[config.mk]
export PLATFORM = sky130hd
export DESIGN_NAME = laac_ctrl
export DESIGN_NICKNAME = d
export VERILOG_FILES = /design/src/rtl/laac_pkg.sv /design/src/rtl/laac_ctrl.sv
export SDC_FILE = /design/constraint.sdc
export NUM_CORES = 1
export LEC_CHECK = 0
export BUFFER_PORTS_ARGS = -buffer_cell sky130_fd_sc_hd__buf_2
export CAP_MARGIN = 15
export CORE_ASPECT_RATIO = 1.2
export CORE_MARGIN = 4
export CORE_UTILIZATION = 35
export CTS_CLUSTER_DIAMETER = 80
export DETAILED_ROUTE_END_ITERATION = 10
export GPL_TIMING_DRIVEN = 0
export SLEW_MARGIN = 10
export SYNTH_ARGS = -nofsm -noshare
export SYNTH_HDL_FRONTEND = slang
export SYNTH_SLANG_ARGS = --single-unit
[constraint.sdc]
create_clock -name clk_sys -period 5.1 [get_ports clk_sys]
set_input_delay 0.255 -clock clk_sys [delete_from_list [all_inputs] [get_ports clk_sys]]
set_output_delay 0.255 -clock clk_sys [all_outputs]
set_load 0.005 [all_outputs]
[src/rtl/laac_pkg.sv]
// package of constants for the level alarm and autofill controller
package laac_pkg;
	// register byte offsets
	localparam logic [7:0] OFS_ALM0 = 8'h00;
	localparam logic [7:0] OFS_ALM1 = 8'h04;
	localparam logic [7:0] OFS_RLY0 = 8'h08;
	localparam logic [7:0] OFS_RLY1 = 8'h0c;
	localparam logic [7:0] OFS_FILLSP = 8'h10;
	localparam logic [7:0] OFS_FILLCFG = 8'h14;
	localparam logic [7:0] OFS_CTRL = 8'h18;
	localparam logic [7:0] OFS_STATUS = 8'h1c;
	// channel-setpoint register fields
	localparam int SP_LSB = 0;
	localparam int SRC_LSB = 16;
	localparam int DIR_BIT = 18;
	// source codes: 0 disabled, 1 first channel, 2 second channel
	localparam logic [1:0] SRC_OFF = 2'h0;
	localparam logic [1:0] SRC_CH0 = 2'h1;
	localparam logic [1:0] SRC_CH1 = 2'h2;
	// fill config fields
	localparam int TMO_LSB = 0;
	localparam int FSRC_LSB = 16;
	// ctrl fields
	localparam int CTRL_SEL_LSB = 0;
	localparam int CTRL_SAVE_BIT = 2;
	localparam int CTRL_MUTE_BIT = 3;
	localparam int CTRL_STEP_BIT = 4;
	// fill states in commit encoding
	localparam logic [1:0] FS_OFF = 2'h0;
	localparam logic [1:0] FS_AUTO = 2'h1;
	localparam logic [1:0] FS_MOPEN = 2'h2;
	localparam logic [1:0] FS_MCLOSED = 2'h3;
	// minute timebase
	localparam int MINUTE_S = 60;
	localparam int CLK_HZ = 100000000;
	localparam longint MINUTE_CYC = longint'(MINUTE_S) * CLK_HZ;
	localparam logic [31:0] RST_ZERO = 32'h0000_0000;
	typedef enum logic [1:0] {LAAC_OFF, LAAC_AUTO, LAAC_MOPEN, LAAC_MCLOSED}
		laac_fill_t;
endpackage
[src/rtl/laac_ctrl.sv]
// level alarms, relays, annunciator and autofill valve control
// Behaviour
// - two level alarms, own source and setpoint
// - alarm direction le or ge setpoint
// - any alarm drives annunciator and indicator
// - alarm indicator high, status shows all alarms
// - two relays, own setpoint and source
// - relay closes when comparison holds
// - disabled relay source stays open
// - alarms never latch
// - mute holds until alarm set changes
// - any alarm change clears mute
// - fill timer raises timeout when the minute interval is reached
// - timeout closes valve, sounds, indicates
// - zero minute interval disables watchdog
// - controller rests off until a selection is saved
// - four states stepped by selection
// - auto keeps level between start and stop
// - manual open, ge fill alarm closes
// - manual closed valve off, off no control
// - sensor loss halts auto fill
// - auto or closed save clears timeout
`timescale 1ns/1ns
module laac_ctrl #(
	parameter int LW = 16,
	parameter longint MIN_CYC = laac_pkg::MINUTE_CYC
) (
	// clock and reset
	input wire logic clk_sys,
	input wire logic srst,
	// apb slave
	input wire logic psel,
	input wire logic penable,
	input wire logic pwrite,
	input wire logic [7:0] paddr,
	input wire logic [31:0] pwdata,
	output logic [31:0] prdata,
	output logic pready,
	output logic pslverr,
	// level front end, asynchronous
	input wire logic [LW-1:0] level_ch0,
	input wire logic [LW-1:0] level_ch1,
	input wire logic sample_tgl,
	input wire logic sensor_lost,
	// outputs
	output logic valve_on,
	output logic [1:0] relay_closed,
	output logic buzzer,
	output logic alarm_ind,
	output logic timeout_ind
);
	// configuration words and internal state
	logic [31:0] cfg_alm [2];
	logic [31:0] cfg_rly [2];
	logic [31:0] fill_sp;
	logic [31:0] fill_cfg;
	logic [LW-1:0] l0_a, l0_b, l1_a, l1_b, lv0, lv1;
	logic t_a, t_b, t_c, lost_a, lost_b;
	logic new_sample;
	logic [1:0] alm, alm_prev;
	logic muted;
	logic tmo_q, tmo_rise;
	laac_pkg::laac_fill_t fstate;
	logic [1:0] pend_sel;
	logic filling, tmo;
	logic [15:0] min_cnt;
	longint cyc_cnt;
	logic wr, rd_acc;
	logic [31:0] next_prdata;

	// two-flop sync of level bus, sample toggle and loss flag
	always_ff @(posedge clk_sys)
	begin
		l0_a <= level_ch0;
		l0_b <= l0_a;
		l1_a <= level_ch1;
		l1_b <= l1_a;
		t_a <= sample_tgl;
		t_b <= t_a;
		t_c <= t_b;
		lost_a <= sensor_lost;
		lost_b <= lost_a;
	end
	assign new_sample = t_b ^ t_c;

	// latch both levels on the sample edge so all compare the same value
	always_ff @(posedge clk_sys)
	begin
		if (srst)
		begin
			lv0 <= '0;
			lv1 <= '0;
		end
		else if (new_sample)
		begin
			lv0 <= l0_b;
			lv1 <= l1_b;
		end
	end

	// shared compare; a disabled source never asserts
	function automatic logic laac_cmp(input logic [31:0] c,
		input logic [LW-1:0] a, input logic [LW-1:0] b);
		logic [LW-1:0] lv;
		logic [LW-1:0] sp;
		lv = (c[laac_pkg::SRC_LSB +: 2] == laac_pkg::SRC_CH1) ? b : a;
		sp = c[laac_pkg::SP_LSB +: LW];
		if (c[laac_pkg::SRC_LSB +: 2] == laac_pkg::SRC_OFF)
			return 1'b0;
		else if (c[laac_pkg::DIR_BIT])
			return lv >= sp;
		else
			return lv <= sp;
	endfunction

	// alarms and relays evaluated every cycle from the held sample
	genvar gi;
	generate
		for (gi = 0; gi < 2; gi++)
		begin : g_cmp
			always_ff @(posedge clk_sys)
			begin
				if (srst)
				begin
					alm[gi] <= 1'b0;
					relay_closed[gi] <= 1'b0;
				end
				else
				begin
					alm[gi] <= laac_cmp(cfg_alm[gi], lv0, lv1);
					relay_closed[gi] <= laac_cmp(cfg_rly[gi], lv0, lv1);
				end
			end
		end
	endgenerate

	// mute: set by request, cleared by any alarm change (change wins)
	always_ff @(posedge clk_sys)
	begin
		if (srst)
		begin
			alm_prev <= 2'h0;
			muted <= 1'b0;
		end
		else
		begin
			alm_prev <= alm;
			if (alm != alm_prev || tmo_rise)
				muted <= 1'b0;
			else if (wr && paddr == laac_pkg::OFS_CTRL &&
				pwdata[laac_pkg::CTRL_MUTE_BIT])
				muted <= 1'b1;
		end
	end

	// timeout rise counts as an alarm change for the mute
	always_ff @(posedge clk_sys)
	begin
		if (srst)
			tmo_q <= 1'b0;
		else
			tmo_q <= tmo;
	end
	assign tmo_rise = tmo & ~tmo_q;

	// annunciator and indicators
	always_ff @(posedge clk_sys)
	begin
		if (srst)
		begin
			buzzer <= 1'b0;
			alarm_ind <= 1'b0;
			timeout_ind <= 1'b0;
		end
		else
		begin
			buzzer <= (|alm | tmo) & ~muted;
			alarm_ind <= |alm | tmo;
			timeout_ind <= tmo;
		end
	end

	// apb decode; zero wait state
	assign wr = psel & penable & pwrite;
	assign rd_acc = psel & ~penable & ~pwrite;
	logic save, step;
	assign save = wr && paddr == laac_pkg::OFS_CTRL &&
		pwdata[laac_pkg::CTRL_SAVE_BIT];
	assign step = wr && paddr == laac_pkg::OFS_CTRL &&
		pwdata[laac_pkg::CTRL_STEP_BIT];

	always_ff @(posedge clk_sys)
	begin
		if (srst)
		begin
			cfg_alm[0] <= laac_pkg::RST_ZERO;
			cfg_alm[1] <= laac_pkg::RST_ZERO;
			cfg_rly[0] <= laac_pkg::RST_ZERO;
			cfg_rly[1] <= laac_pkg::RST_ZERO;
			fill_sp <= laac_pkg::RST_ZERO;
			fill_cfg <= laac_pkg::RST_ZERO;
		end
		else if (wr)
		begin
			case (paddr)
				laac_pkg::OFS_ALM0: cfg_alm[0] <= pwdata;
				laac_pkg::OFS_ALM1: cfg_alm[1] <= pwdata;
				laac_pkg::OFS_RLY0: cfg_rly[0] <= pwdata;
				laac_pkg::OFS_RLY1: cfg_rly[1] <= pwdata;
				laac_pkg::OFS_FILLSP: fill_sp <= pwdata;
				laac_pkg::OFS_FILLCFG: fill_cfg <= pwdata;
				default: ;
			endcase
		end
	end

	// pending selection steps through four states, committed on save
	always_ff @(posedge clk_sys)
	begin
		if (srst)
			pend_sel <= laac_pkg::FS_OFF;
		else if (step)
			pend_sel <= pend_sel + 2'h1;
		else if (wr && paddr == laac_pkg::OFS_CTRL)
			pend_sel <= pwdata[laac_pkg::CTRL_SEL_LSB +: 2];
	end

	// committed fill state, off after reset until saved
	always_ff @(posedge clk_sys)
	begin
		if (srst)
			fstate <= laac_pkg::LAAC_OFF;
		else if (save)
			fstate <= laac_pkg::laac_fill_t'(pend_sel);
	end

	// fill level follows the configured fill source
	logic [LW-1:0] flv;
	assign flv = (fill_cfg[laac_pkg::FSRC_LSB +: 2] == laac_pkg::SRC_CH1)
		? lv1 : lv0;
	// any active ge alarm on the fill channel overrides manual open
	logic ge_fill_alm;
	always_comb
	begin
		ge_fill_alm = 1'b0;
		for (int i = 0; i < 2; i++)
			if (alm[i] && cfg_alm[i][laac_pkg::DIR_BIT] &&
				cfg_alm[i][laac_pkg::SRC_LSB +: 2] ==
				fill_cfg[laac_pkg::FSRC_LSB +: 2])
				ge_fill_alm = 1'b1;
	end

	// autonomous hysteresis: open at start, close at stop
	always_ff @(posedge clk_sys)
	begin
		if (srst)
			filling <= 1'b0;
		else if (fstate != laac_pkg::LAAC_AUTO || tmo || lost_b)
			filling <= 1'b0;
		else if (flv >= fill_sp[31:16])
			filling <= 1'b0;
		else if (flv <= fill_sp[15:0])
			filling <= 1'b1;
	end

	// fill watchdog in whole minutes; interval zero disables it
	always_ff @(posedge clk_sys)
	begin
		if (srst)
		begin
			cyc_cnt <= 0;
			min_cnt <= 16'h0;
			tmo <= 1'b0;
		end
		else if (save && (pend_sel == laac_pkg::FS_AUTO ||
			pend_sel == laac_pkg::FS_MCLOSED))
		begin
			tmo <= 1'b0;
			cyc_cnt <= 0;
			min_cnt <= 16'h0;
		end
		else if (!filling || fill_cfg[15:0] == 16'h0)
		begin
			cyc_cnt <= 0;
			min_cnt <= 16'h0;
		end
		else if (cyc_cnt == MIN_CYC - 1)
		begin
			cyc_cnt <= 0;
			min_cnt <= min_cnt + 16'h1;
			if (min_cnt + 16'h1 >= fill_cfg[15:0])
				tmo <= 1'b1;
		end
		else
			cyc_cnt <= cyc_cnt + 1;
	end

	// valve drive per fill state
	always_ff @(posedge clk_sys)
	begin
		if (srst)
			valve_on <= 1'b0;
		else
		begin
			case (fstate)
				laac_pkg::LAAC_AUTO: valve_on <= filling & ~tmo;
				laac_pkg::LAAC_MOPEN: valve_on <= ~ge_fill_alm;
				laac_pkg::LAAC_MCLOSED: valve_on <= 1'b0;
				default: valve_on <= 1'b0;
			endcase
		end
	end

	// read mux, taken in setup so data stands during access
	always_comb
	begin
		case (paddr)
			laac_pkg::OFS_ALM0: next_prdata = cfg_alm[0];
			laac_pkg::OFS_ALM1: next_prdata = cfg_alm[1];
			laac_pkg::OFS_RLY0: next_prdata = cfg_rly[0];
			laac_pkg::OFS_RLY1: next_prdata = cfg_rly[1];
			laac_pkg::OFS_FILLSP: next_prdata = fill_sp;
			laac_pkg::OFS_FILLCFG: next_prdata = fill_cfg;
			laac_pkg::OFS_CTRL: next_prdata = {30'h0, pend_sel};
			laac_pkg::OFS_STATUS: next_prdata = {21'h0, fstate, filling,
				tmo, muted, buzzer, valve_on, relay_closed, alm};
			default: next_prdata = 32'h0;
		endcase
	end

	// registered response; read data frozen at setup for the access edge
	always_ff @(posedge clk_sys)
	begin
		if (srst)
		begin
			prdata <= 32'h0;
			pready <= 1'b0;
			pslverr <= 1'b0;
		end
		else
		begin
			if (rd_acc)
				prdata <= next_prdata;
			pready <= psel & ~penable;
			pslverr <= psel & ~penable & (paddr[1:0] != 2'h0 ||
				paddr > laac_pkg::OFS_STATUS);
		end
	end

	// checks
	a_relay_off_dis: assert property (@(posedge clk_sys) disable iff (srst)
		cfg_rly[0][laac_pkg::SRC_LSB +: 2] == laac_pkg::SRC_OFF
		|=> !relay_closed[0]) else $error("disabled relay closed");
	a_mute_cleared: assert property (@(posedge clk_sys) disable iff (srst)
		alm != $past(alm) |=> !muted) else $error("mute kept");
	a_tmo_valve: assert property (@(posedge clk_sys) disable iff (srst)
		tmo && fstate == laac_pkg::LAAC_AUTO |=> !valve_on)
		else $error("valve open on timeout");
	a_zero_tmo: assert property (@(posedge clk_sys) disable iff (srst)
		fill_cfg[15:0] == 16'h0 |=> min_cnt == 16'h0)
		else $error("watchdog ran at zero");
	a_mclosed: assert property (@(posedge clk_sys) disable iff (srst)
		fstate == laac_pkg::LAAC_MCLOSED |=> !valve_on)
		else $error("valve open in closed");
	a_mopen_ge: assert property (@(posedge clk_sys) disable iff (srst)
		fstate == laac_pkg::LAAC_MOPEN && ge_fill_alm |=> !valve_on)
		else $error("ge alarm ignored");
	a_lost_halt: assert property (@(posedge clk_sys) disable iff (srst)
		lost_b |=> !filling) else $error("fill on sensor loss");
	a_buzz_alarm: assert property (@(posedge clk_sys) disable iff (srst)
		(|alm) && !muted |=> buzzer) else $error("silent alarm");
endmodule // laac_ctrl

==> impl_metrics.prom <==
# TYPE chip_impl_metric gauge
chip_impl_metric{name="placed_cell_area",unit="sq um"} 21550
chip_impl_info{name="timing.hold.worst.class",value="input port to flip-flop"} 1
chip_impl_info{name="run_status",value="finished, final reports clean"} 1
chip_impl_metric{name="internal-power",unit="uW"} 5994
chip_impl_metric{name="total_power",unit="uW"} 7883
chip_impl_metric{name="finish.cell_count_without_fillers",unit=""} 3084
chip_impl_metric{name="post-dp-hpwl",unit="microns"} 51630
chip_impl_metric{name="fin_area",unit="sq um"} 23890
chip_impl_metric{name="area_growth_syn_to_layout",unit="%"} 19.57
chip_impl_metric{name="synth_fa_ha_area_share",unit="%"} 7.389
chip_impl_metric{name="number_of_enable_flip_flop_cells_after_synthesis",unit=""} 128
chip_impl_metric{name="pwr_density_cell",unit="nW/um^2"} 330.0
chip_impl_info{name="yosysTopAreaCell",value="sky130_fd_sc_hd__dfxtp_1"} 1
chip_impl_metric{name="antenna_violations_before_repair",unit=""} 7
chip_impl_metric{name="die-height",unit="microns"} 269.7
chip_impl_metric{name="ys_types",unit=""} 65
chip_impl_metric{name="worst_slew_margin_rel",unit="%"} 19.76
chip_impl_metric{name="seq_power_share",unit="%"} 46.4
chip_impl_metric{name="switching_share",unit="%"} 23.97
chip_impl_metric{name="gr-usage-all-layers",unit="%"} 21.45
chip_impl_metric{name="gr-total-overflow",unit=""} 0
chip_impl_metric{name="path_clk_slew",unit="ps"} 70
chip_impl_metric{name="avgViaCountPerCell",unit=""} 5.291
chip_impl_metric{name="synth-warning-count",unit=""} 0
chip_impl_metric{name="ioPinCount",unit=""} 119
chip_impl_info{name="cts_tree",value="done"} 1
chip_impl_metric{name="combined_area_of_all_synthesized_cells",unit="sq um"} 19980
chip_impl_info{name="end_kind",value="flip-flop"} 1
chip_impl_metric{name="synth_top_area_share",unit="%"} 29.66
chip_impl_metric{name="weighted_congestion_at_the_end_of_routability_driven_global_placement",unit=""} 0.9779
chip_impl_metric{name="worst-path-max-fanout",unit=""} 10
chip_impl_metric{name="final_nets",unit=""} 2511
chip_impl_metric{name="final_max_slew_viol_count",unit=""} 0
chip_impl_metric{name="syn-mean-instance-area",unit="sq um"} 9.629
chip_impl_metric{name="max_slew.worst_pin.slew",unit="ps"} 1204
chip_impl_metric{name="detail_route.wl_per_cell",unit="microns"} 21.87
chip_impl_metric{name="sinks_on_clock_net",unit=""} 424
chip_impl_metric{name="timing.fmax",unit="MHz"} 241.0
chip_impl_metric{name="rows",unit=""} 95
chip_impl_metric{name="die_area",unit="sq um"} 60990
chip_impl_info{name="setup.worst_path.start_class",value="flip-flop"} 1
chip_impl_metric{name="htree_num_levels",unit=""} 2
chip_impl_metric{name="yosysSeqAreaShare",unit="%"} 48.89
chip_impl_metric{name="layout_worst_path_cycle_share",unit="%"} 81.36
chip_impl_metric{name="cts_resized",unit=""} 0
chip_impl_metric{name="synth-compound-area-share",unit="%"} 11.00
chip_impl_metric{name="fin_crit",unit="ps"} 4149
chip_impl_metric{name="share_comb_of_total_power",unit="%"} 8.1
chip_impl_metric{name="power.leakage",unit="uW"} 0.009007
chip_impl_metric{name="cp_required",unit="ps"} 5580
chip_impl_metric{name="setup_viol",unit=""} 0
chip_impl_metric{name="firstDrtPassIters",unit=""} 5
chip_impl_metric{name="muxShareOfSynthArea",unit="%"} 5.949
chip_impl_metric{name="tritoncts.num_buffers",unit=""} 47
chip_impl_info{name="post_synth_main_area_contributors",value="sky130_fd_sc_hd__dfxtp_1 30%, sky130_fd_sc_hd__edfxtp_1 19%, sky130_fd_sc_hd__ha_1 7.4%"} 1
chip_impl_metric{name="fin_skew",unit="ps"} 14.77
chip_impl_metric{name="switching_power_of_the_nets",unit="uW"} 1890
chip_impl_info{name="root_buffer",value="sky130_fd_sc_hd__clkbuf_16"} 1
chip_impl_info{name="synth-main-ff-cell",value="sky130_fd_sc_hd__dfxtp_1"} 1
chip_impl_metric{name="max-cap-violations",unit=""} 0
chip_impl_info{name="synth_top_family_by_area",value="simple AND/OR/NAND/NOR gates"} 1
chip_impl_metric{name="grt_pass1_vias",unit=""} 16230
chip_impl_metric{name="postRouteAntennaNets",unit=""} 0
chip_impl_metric{name="die_x",unit="microns"} 226.1
chip_impl_metric{name="grt_start_max_net_pins",unit=""} 33
chip_impl_metric{name="setup_total_negative_slack",unit="ps"} 0
chip_impl_metric{name="ys_async_sr_fraction",unit="%"} 0
chip_impl_metric{name="synthesis.nets",unit=""} 2272
chip_impl_metric{name="numPortBuffers",unit=""} 118
chip_impl_metric{name="placedCellCount",unit=""} 2924
chip_impl_metric{name="post_synth_and_or_nand_nor_area_fraction",unit="%"} 18.02
chip_impl_metric{name="synth-xor-area-share",unit="%"} 4.296
chip_impl_metric{name="grt_first_pass_wirelength",unit="microns"} 99710
chip_impl_metric{name="power.ir.vdd_worst",unit="uV"} 231.0
chip_impl_info{name="grt_setup_unrepaired",value="false"} 1
chip_impl_metric{name="core_area",unit="sq um"} 56220
chip_impl_metric{name="share_clk_of_total_power",unit="%"} 45.5
chip_impl_metric{name="starting_utilization_of_the_core_area",unit="%"} 35.54
chip_impl_metric{name="starting_drt_drc_count",unit=""} 1208
chip_impl_metric{name="clk_latency_worst_skew_pair",unit="ps"} 580
chip_impl_metric{name="timing.final.hold_violations",unit=""} 0
chip_impl_info{name="criticalPathCategory",value="flip-flop to flip-flop"} 1
chip_impl_metric{name="clk_path_buf_depth",unit=""} 3
chip_impl_metric{name="synth-seq-cells",unit=""} 424
chip_impl_metric{name="via_count",unit=""} 16320
chip_impl_metric{name="worst_ep_arrival_time",unit="ps"} 4630
chip_impl_metric{name="route.final.wire_length",unit="microns"} 67440
chip_impl_metric{name="syn-instance-count",unit=""} 2075
chip_impl_metric{name="drt_drc_violations_left",unit=""} 0
chip_impl_metric{name="share_of_cells_above_drive_strength_1",unit="%"} 14.38
-- per-stage QoR --
step	setup slack [ps]	hold WS, ps	utilization, %
after detailed placement	1054	312.1	38.34
after floorplan	2192	282.7	-
after global routing	838.6	36.37	42.48
after CTS	995.8	1.375	42.44
final	950.7	43.75	42.49
after global placement	947.3	311.5	38.21
-- final timing paths --
kind / depth (start not counted) / slack, ps / from / endpoint
min reg2reg: 0 / 320 / l1_a[14] / l1_b[14]
max: 11 / 950 / cfg_alm[0][17] / alm[0]
max reg2reg: 11 / 950 / cfg_alm[0][17] / alm[0]
min: 3 / 40 / pwdata[4] / fill_sp[4]
-- metal layers --
| layer | track usage (%) | vias to the layer above | share of wire, % |
|---|---|---|---|
| li1 | - | 7766 | - |
| met1 | 26.28 | 7778 | 40 |
| met2 | 36.98 | 605 | 48 |
| met3 | 3.949 | 165 | 6.9 |
| met4 | 8.798 | 2 | 4.9 |
| met5 | 0 | - | 0.019 |
-- placed cells by master (no fill, tap or decap), types with 6 or more instances in the layout --
master / netlist / routed
sky130_fd_sc_hd__a211oi_1: 8 / 8
sky130_fd_sc_hd__a21o_1: 16 / 13
sky130_fd_sc_hd__a21oi_1: 167 / 167
sky130_fd_sc_hd__a221oi_1: 19 / 19
sky130_fd_sc_hd__a22oi_1: 36 / 36
sky130_fd_sc_hd__and2_1: 72 / 72
sky130_fd_sc_hd__and3_1: 15 / 15
sky130_fd_sc_hd__buf_1: 7 / 7
sky130_fd_sc_hd__buf_2: 15 / 134
sky130_fd_sc_hd__buf_6: 6 / 6
sky130_fd_sc_hd__clkbuf_1: 70 / 77
sky130_fd_sc_hd__clkbuf_16: 0 / 49
sky130_fd_sc_hd__clkbuf_8: 0 / 10
sky130_fd_sc_hd__clkinv_2: 0 / 6
sky130_fd_sc_hd__dfxtp_1: 296 / 296
sky130_fd_sc_hd__diode_2: 0 / 6
sky130_fd_sc_hd__dlygate4sd3_1: 0 / 66
sky130_fd_sc_hd__edfxtp_1: 128 / 128
sky130_fd_sc_hd__ha_1: 118 / 118
sky130_fd_sc_hd__inv_1: 122 / 122
sky130_fd_sc_hd__mux2_2: 86 / 86
sky130_fd_sc_hd__mux2i_1: 13 / 13
sky130_fd_sc_hd__nand2_1: 311 / 311
sky130_fd_sc_hd__nand2b_1: 11 / 11
sky130_fd_sc_hd__nand3_1: 57 / 57
sky130_fd_sc_hd__nand4_1: 49 / 49
sky130_fd_sc_hd__nor2_1: 120 / 120
sky130_fd_sc_hd__nor2b_1: 13 / 13
sky130_fd_sc_hd__nor3_1: 26 / 25
sky130_fd_sc_hd__nor4_1: 23 / 23
sky130_fd_sc_hd__o211ai_1: 6 / 6
sky130_fd_sc_hd__o21ai_0: 78 / 78
sky130_fd_sc_hd__or3_1: 12 / 12
sky130_fd_sc_hd__xnor2_1: 57 / 57
sky130_fd_sc_hd__xor2_1: 41 / 41
-- kinds of logic after synthesis --
kind of cell             Yosys count
AO/OA/AOI/OAI                    366
XOR/XNOR                          98
adder cells (fa/ha/maj)          118
buffers and inverters            220
flip-flops                       424
multiplexers                     103
AND/OR/NAND/NOR                  746
-- sequential cells by signal, indices dropped and copies added, names as in the netlist, 2 cells and up --
register / flops
min_cnt: 16
l0_b: 16
fill_sp: 32
l1_b: 16
alm_prev: 2
fstate: 2
cfg_rly: 64
cyc_cnt: 64
lv0: 16
l0_a: 16
relay_closed: 2
prdata: 32
pend_sel: 2
l1_a: 16
cfg_alm: 64
alm: 2
fill_cfg: 32
lv1: 16
-- worst max-delay path, cell delays in order, from the launching register on --
cell	delay [ps]
sky130_fd_sc_hd__edfxtp_1	460
sky130_fd_sc_hd__nand2b_1	130
sky130_fd_sc_hd__clkbuf_1	420
sky130_fd_sc_hd__buf_1	600
sky130_fd_sc_hd__mux2_2	410
sky130_fd_sc_hd__ha_1	320
sky130_fd_sc_hd__nand4_1	290
sky130_fd_sc_hd__nor4_1	660
sky130_fd_sc_hd__a21boi_0	260
sky130_fd_sc_hd__nor3b_1	110
sky130_fd_sc_hd__xnor2_1	140
sky130_fd_sc_hd__a211oi_1	240
-- synthesized netlist by cell type (12+ instances only) --
library cell               count
sky130_fd_sc_hd__nand3_1      57
sky130_fd_sc_hd__ha_1        118
sky130_fd_sc_hd__o21ai_0      78
sky130_fd_sc_hd__inv_1       122
sky130_fd_sc_hd__nand2_1     311
sky130_fd_sc_hd__nor2_1      120
sky130_fd_sc_hd__mux2i_1      13
sky130_fd_sc_hd__and3_1       15
sky130_fd_sc_hd__nor4_1       23
sky130_fd_sc_hd__xor2_1       41
sky130_fd_sc_hd__xnor2_1      57
sky130_fd_sc_hd__buf_2        15
sky130_fd_sc_hd__clkbuf_1     70
sky130_fd_sc_hd__a21o_1       16
sky130_fd_sc_hd__a21oi_1     167
sky130_fd_sc_hd__nand4_1      49
sky130_fd_sc_hd__edfxtp_1    128
sky130_fd_sc_hd__and2_1       72
sky130_fd_sc_hd__or3_1        12
sky130_fd_sc_hd__a221oi_1     19
sky130_fd_sc_hd__nor3_1       26
sky130_fd_sc_hd__dfxtp_1     296
sky130_fd_sc_hd__mux2_2       86
sky130_fd_sc_hd__a22oi_1      36
sky130_fd_sc_hd__nor2b_1      13
-- layout make-up --
cell class | count | area [sq um]
Fill cell | 5456 | 32330
Clock inverter | 20 | 255.2
Tap cell | 727 | 909.6
Inverter | 122 | 457.9
Buffer | 98 | 431.7
Sequential cell | 424 | 9769
Antenna cell | 6 | 15.01
Timing Repair Buffer | 190 | 1331
Multi-Input combinational cell | 1431 | 9330
Clock buffer | 66 | 1390
-- power groups by stage --
stage	registers (uW)	clock network [uW]	logic [uW]
finish	3660	3590	640
global route	3670	3760	693
CTS	3660	3640	635
detailed placement	3730	0	592
global placement	3730	0	575
floorplan	3690	0	348
-- timing repair --
action                                 in CTS  in global routing
hold buffers                               66                  0
endpoints found under the hold margin      95                  0
buffers inserted                            0                  0
No activity file was read; power rests on OpenSTA's default activity.
